`config.mk`:
```
export PLATFORM = sky130hd
export DESIGN_NAME = ctnx_exec
export DESIGN_NICKNAME = d
export VERILOG_FILES = /design/src/shared/ctnx_pkg.sv /design/src/rtl/ctnx_run_mask.sv /design/src/rtl/ctnx_exec.sv
export SDC_FILE = /design/constraint.sdc
export NUM_CORES = 1
export LEC_CHECK = 0
export BUFFER_PORTS_ARGS = -buffer_cell sky130_fd_sc_hd__clkbuf_2
export CORE_MARGIN = 10
export CORE_UTILIZATION = 47
export DETAILED_ROUTE_END_ITERATION = 6
export PLACE_DENSITY_LB_ADDON = 0.05
export SLEW_MARGIN = 40
export SYNTH_ARGS = -nofsm -noshare
export SYNTH_HDL_FRONTEND = slang
export SYNTH_SLANG_ARGS = --single-unit
```
`constraint.sdc`:
```
create_clock -name sys_clk -period 3.15 [get_ports sys_clk]
set_clock_uncertainty 0.05 [all_clocks]
set_input_delay 0.1575 -clock sys_clk [delete_from_list [all_inputs] [get_ports sys_clk]]
set_output_delay 0.1575 -clock sys_clk [all_outputs]
set_load 0.01 [all_outputs]
```
`src/shared/ctnx_pkg.sv`:
```
package ctnx_pkg;
  localparam int          CTNX_OP_W      = 10;
  localparam int          CTNX_ACC_W     = 4;
  localparam int          CTNX_PC_W      = 11;
  localparam logic [9:0]  CTNX_OP_CARRY_TEST = 10'h353;
  localparam logic [9:0]  CTNX_OP_NOP    = 10'h000;
  localparam logic [3:0]  CTNX_ACC_ALL1  = 4'hf;
  localparam logic [3:0]  CTNX_ACC_RST   = 4'h0;
  localparam logic        CTNX_CARRY_RST = 1'b0;
  localparam logic [10:0] CTNX_PC_RST    = 11'h000;
  localparam logic [10:0] CTNX_PC_STEP   = 11'h001;

  typedef enum logic [1:0] {
    CTNX_IDLE,
    CTNX_EXEC
  } ctnx_state_t;
endpackage

```
`src/rtl/ctnx_run_mask.sv`:
```
`timescale 1ns/1ps
module ctnx_run_mask #(
  parameter int W = 4
) (
  input  wire logic [W-1:0] acc_in,
  output logic      [W-1:0] acc_out,
  output logic              all_ones
);
  // Bit i survives only while every bit below it is one
  genvar i;
  generate
    for (i = 0; i < W; i++) begin : g_bit
      assign acc_out[i] = &acc_in[i:0];
    end
  endgenerate

  assign all_ones = &acc_in;
endmodule

```
`src/rtl/ctnx_exec.sv`:
```
`timescale 1ns/1ps
module ctnx_exec #(
  parameter int ACC_W = ctnx_pkg::CTNX_ACC_W,
  parameter int PC_W  = ctnx_pkg::CTNX_PC_W
) (
  // Clock and synchronous reset
  input  wire logic                          sys_clk,
  input  wire logic                          sys_rst,

  // Instruction offered by the fetch side this cycle
  input  wire logic                          instr_valid,
  input  wire logic [ctnx_pkg::CTNX_OP_W-1:0] instr_code,

  // Core writes into the shared registers
  input  wire logic                          acc_load,
  input  wire logic [ACC_W-1:0]              acc_load_data,
  input  wire logic                          carry_load,
  input  wire logic                          carry_load_data,
  input  wire logic                          pc_load,
  input  wire logic [PC_W-1:0]               pc_load_data,

  // Registered state seen by the rest of the core
  output logic      [ACC_W-1:0]              acc,
  output logic                               carry_flag,
  output logic      [PC_W-1:0]               program_counter,

  // One-cycle status pulses
  output logic                               instr_done,
  output logic                               instr_unknown
);

  // Opcode width follows the package so decode tracks the code table
  localparam int OP_W = ctnx_pkg::CTNX_OP_W;

  // What the decoder made of the code offered this cycle
  typedef enum logic [1:0] {
    CTNX_KIND_NONE,
    CTNX_KIND_CARRY_TEST,
    CTNX_KIND_NOP,
    CTNX_KIND_OTHER
  } ctnx_kind_t;

  // All state of the block lives in one packed struct
  typedef struct packed {
    logic [ACC_W-1:0] acc;
    logic             carry;
    logic [PC_W-1:0]  pc;
    logic             done;
    logic             unknown;
  } ctnx_state_reg_t;

  ctnx_state_reg_t  st_reg;
  ctnx_state_reg_t  st_next;
  ctnx_state_reg_t  st_rst;

  logic [ACC_W-1:0] masked;
  logic             all_ones;
  logic [ACC_W-1:0] test_acc;
  logic             test_carry;

  logic [OP_W-1:0]  test_bit_ok;
  logic [OP_W-1:0]  nop_bit_ok;
  logic             is_test;
  logic             is_nop;
  logic             op_busy;
  ctnx_kind_t       kind;

  logic             acc_take;
  logic             carry_take;
  logic             pc_take;

  logic [PC_W-1:0]  pc_step;
  logic [PC_W-1:0]  pc_inc;

  // Lowest run of ones and the all-ones test share one mask
  ctnx_run_mask #(
    .W (ACC_W)
  ) u_mask (
    .acc_in   (st_reg.acc),
    .acc_out  (masked),
    .all_ones (all_ones)
  );

  // Results of the carry test, formed beside the state they replace
  assign test_acc   = masked;
  assign test_carry = all_ones;

  // One compare per opcode bit; a code must match in full
  genvar b;

  generate
    for (b = 0; b < OP_W; b++) begin : g_code_bit
      assign test_bit_ok[b] =
        instr_code[b] == ctnx_pkg::CTNX_OP_CARRY_TEST[b];
      assign nop_bit_ok[b] =
        instr_code[b] == ctnx_pkg::CTNX_OP_NOP[b];
    end
  endgenerate

  // Valid qualifies both decodes so idle cycles do nothing
  assign is_test =
    instr_valid && (&test_bit_ok);
  assign is_nop =
    instr_valid && (&nop_bit_ok);
  assign op_busy =
    is_test || is_nop;

  assign kind = !instr_valid ? CTNX_KIND_NONE
              : is_test      ? CTNX_KIND_CARRY_TEST
              : is_nop       ? CTNX_KIND_NOP
              :                CTNX_KIND_OTHER;

  // Core writes lose to a local op so its result is never torn
  assign acc_take =
    acc_load && !op_busy;
  assign carry_take =
    carry_load && !op_busy;
  assign pc_take =
    pc_load && !op_busy;

  // Counter wraps at its width like the rest of the core
  assign pc_step = PC_W'(ctnx_pkg::CTNX_PC_STEP);
  assign pc_inc  = PC_W'(st_reg.pc + pc_step);

  // Reset image of the state, built from the package constants
  assign st_rst = '{
    acc:     ACC_W'(ctnx_pkg::CTNX_ACC_RST),
    carry:   ctnx_pkg::CTNX_CARRY_RST,
    pc:      PC_W'(ctnx_pkg::CTNX_PC_RST),
    done:    1'b0,
    unknown: 1'b0
  };

  always_comb begin
    // Pulses last one cycle unless an op below raises them
    st_next         = st_reg;
    st_next.done    = 1'b0;
    st_next.unknown = 1'b0;

    unique case (kind)
      CTNX_KIND_CARRY_TEST: begin
        st_next.carry = test_carry;

        st_next.acc   = test_acc;

        st_next.pc    = pc_inc;

        st_next.done  = 1'b1;
      end

      CTNX_KIND_NOP: begin
        // Loads are dropped too: nothing but the counter moves
        st_next.acc   = st_reg.acc;

        st_next.carry = st_reg.carry;

        st_next.pc    = pc_inc;

        st_next.done  = 1'b1;
      end

      CTNX_KIND_OTHER: begin
        // Another unit runs this code; only the pulse is ours
        st_next.unknown = 1'b1;

        if (acc_take) begin
          st_next.acc = acc_load_data;
        end

        if (carry_take) begin
          st_next.carry = carry_load_data;
        end

        if (pc_take) begin
          st_next.pc = pc_load_data;
        end
      end

      CTNX_KIND_NONE: begin
        // Nothing offered: only core writes can change the state
        if (acc_take) begin
          st_next.acc = acc_load_data;
        end

        if (carry_take) begin
          st_next.carry = carry_load_data;
        end

        if (pc_take) begin
          st_next.pc = pc_load_data;
        end
      end
    endcase
  end

  // Synchronous reset: the whole struct returns to its reset image
  always_ff @(posedge sys_clk) begin
    if (sys_rst) begin
      st_reg <= st_rst;
    end else begin
      st_reg <= st_next;
    end
  end

  // Every output is a flip-flop of the state struct
  assign acc             = st_reg.acc;

  assign carry_flag      = st_reg.carry;

  assign program_counter = st_reg.pc;

  assign instr_done      = st_reg.done;

  assign instr_unknown   = st_reg.unknown;
endmodule

```
==> flow_summary.json <==
{
  "finalSetupViolCount": 0,
  "total_power_uw": 553,
  "pwr-share-clk": 0.273,
  "clock-root-buffer": "clkbuf_4",
  "n_antenna_cell": 0,
  "regArea_um2": 360,
  "dr.pass1.iters": 4,
  "cts_buffers": 3,
  "swShare": 0.319,
  "cts_setup_buffers": 0,
  "n_fill_cell": 243,
  "async_flop_share": 0,
  "multi_input_area_um2": 748,
  "crit_required_ns": 3.29,
  "cts_tree": "done",
  "clock_sinks": 18,
  "routed_via_density": 6.04,
  "hold_viol_final": 0,
  "worstSkewPairLatency_ns": 0.30,
  "fin_nets": 219,
  "chipHeight_um": 70.6,
  "track_usage": 0.138,
  "vdd.ir_drop.worst_uv": 270,
  "internal_power_uw": 376,
  "io_pins": 50,
  "pre_cts_slack_ns": 0.526,
  "tightest_slew_ns": 0.633,
  "p_sw_uw": 177,
  "p_seq_frac": 0.476,
  "coreArea_um2": 2450,
  "leakage_uw": 0.000625,
  "gp_congestion": 0.822,
  "synth_edf_count": 0,
  "rsz0062_at_grt": "no",
  "post_cts_resized": 0,
  "synth-seq-area-share": 0.299,
  "endpoint_kind": "flop",
  "drive_gt1_frac": 0.383,
  "critPathKind": "primary input to flop",
  "critical_path.endpoint": "program_counter[4]",
  "status": "complete, no violations",
  "cellPowerDensity_nw_per_um2": 375,
  "slowest_delay_ns": 0.54,
  "wl_per_cell_um": 16.8,
  "slowest_stage": "or4_4",
  "syn_inst": 133,
  "maxSlewViolCount": 0,
  "initial_core_util": 0.490,
  "worstReg2RegEnd": "program_counter[6]",
  "grt_overflow": 0,
  "avgSynthCellArea_um2": 9.05,
  "clk_path_buf_depth": 2,
  "vias": 1287,
  "drt_iter0_drc": 82,
  "dpl.cell_count": 209,
  "fin_tns_setup_ns": 0,
  "wl_um": 3570,
  "min-delay-path-class": "primary input to flop",
  "clk_pin_slew_ns": 0.12,
  "die_area_um2": 4990,
  "synth_seq_cells": 18,
  "worstPathCellList": "clkbuf_2 > or4_4 > nor3_4 > a21bo_2 > ha_1 > inv_2 > a41oi_1 > buf_4 > a22o_1 > nor3_1 > a211oi_2",
  "io_buffers": 49,
  "ys_warn_count": 0,
  "relSlewSlack": 0.576,
  "synth_ff_type": "dfxtp_1",
  "h-tree-depth": 1,
  "num_rows": 18,
  "cp.arrival_ns": 2.45,
  "grt_pass1_wl_um": 5980,
  "p_comb_frac": 0.252,
  "rr_worst_depth": 6,
  "cp_max_fo": 11,
  "fin_crit_sh": 0.735,
  "synth_fp_nets": 168,
  "postRouteAntennaNets": 0,
  "period_minus_slack_ns": 2.31,
  "layout_common_cells": "clkbuf_2 (49), dfxtp_1 (18), a21oi_1 (10), a211oi_1 (8), nand2_1 (8)",
  "ys_types": 47,
  "cts_hold_buffers": 0,
  "dp_hpwl_um": 2730,
  "r2r-start": "program_counter[0]",
  "timing.fmax_ghz": 0.432,
  "reg2reg_slack_ns": 1.47,
  "finalNonFillerCells": 213,
  "syn_to_final_growth_pct": 22.3,
  "cp-start-kind": "primary input",
  "final_common_cell": "clkbuf_2",
  "die_w_um": 70.6,
  "setup_ws_ns": 0.835,
  "remaining_drc_errors": 0,
  "grt_pass1_vias": 1365,
  "netlist_area_um2": 1200,
  "grt_antenna_before_repair": 0,
  "grt_max_degree": 19,
  "maxCapViolCount": 0,
  "startpoint": "instr_code[6]"
}
-- kinds of logic after synthesis --
| logic type | Yosys count | synth area share |
|---|---|---|
| fa+ha+maj | 3 | 0.0312 |
| compound gates | 54 | 0.348 |
| buf+inv | 13 | 0.0790 |
| xor+xnor | 2 | 0.0146 |
| flops | 18 | 0.299 |
| simple gates | 43 | 0.228 |
-- synth_stat cells, types with 2 or more instances --
cell type	instances	area [um2]
nor2_1	5	18.8
buf_6	2	22.5
a21oi_1	10	50.1
o311ai_0	4	35.0
o21bai_1	3	22.5
ha_1	3	37.5
nand3_1	4	20.0
nor2b_1	2	12.5
dfxtp_1	18	360
a32oi_1	3	26.3
a211oi_1	8	60.1
nand4_1	4	25.0
a41oi_1	2	17.5
clkbuf_8	2	27.5
and2_2	2	15.0
and4_1	3	26.3
inv_1	7	26.3
nor3_1	5	25.0
nor2_2	2	12.5
a31oi_1	2	12.5
o32ai_1	3	26.3
o31ai_1	5	37.5
nand2_1	8	30.0
o21ai_0	2	10.0
xnor2_1	2	17.5
-- flip-flops by register name (all words and copies together) (netlist names) --
register and flops:
carry_flag 1, instr_done 1, acc 4, instr_unknown 1, program_counter 11
-- worst min-delay path by stage --
stage / start / end / slack (ns) / cells after the start
detailed placement: pc_load_data[6] / program_counter[6] / 0.37 / 3
CTS: pc_load_data[6] / program_counter[6] / 0.04 / 3
global placement: pc_load_data[6] / program_counter[6] / 0.35 / 3
floorplan: pc_load_data[6] / program_counter[6] / 0.25 / 2
global route: pc_load_data[6] / program_counter[6] / 0.04 / 3
finish: pc_load_data[6] / program_counter[6] / 0.04 / 3
-- layer usage --
metal  global-route usage  part of all wire  routed length (um)  vias up
li1                     -                 -                   -      639
met1                0.154              0.42                1500      605
met2                0.246              0.50                1800       41
met3               0.0432             0.068                 243        2
met4               0.0409            0.0056                  20        0
met5                    0                 0                   0        -
-- metrics by stage --
step / utilization / area [um2] / hold WS (ns)
3_3_place_gp: 0.585 / 1440 / 0.352
3_5_place_dp: 0.585 / 1440 / 0.365
5_1_grt: 0.600 / 1470 / 0.0418
2_1_floorplan: - / 1200 / 0.255
6_report: 0.600 / 1470 / 0.0425
4_1_cts: 0.600 / 1470 / 0.0437
-- power groups by stage --
stage | combinational (uW) | sequential, uW | clock, uW
finish | 139 | 263 | 151
global route | 154 | 266 | 161
CTS | 140 | 263 | 154
detailed placement | 140 | 268 | 0
global placement | 138 | 267 | 0
floorplan | 77.4 | 272 | 0
-- cell type report --
class,count,share of cell area
inverter,8,0.0204
sequential,18,0.245
clock buffer,4,0.0246
timing repair buffer,51,0.177
multi-input combinational,102,0.508
tap,30,0.0255
-- worst max-delay path, delay by kind of cell --
family	cells	cell delay, ns
AOI/OAI and AO/OA	4	0.58
adders and majority gates	1	0.31
buffers and inverters	3	0.51
and+or+nand+nor	3	0.91
Power figures use the tool's default switching activity.
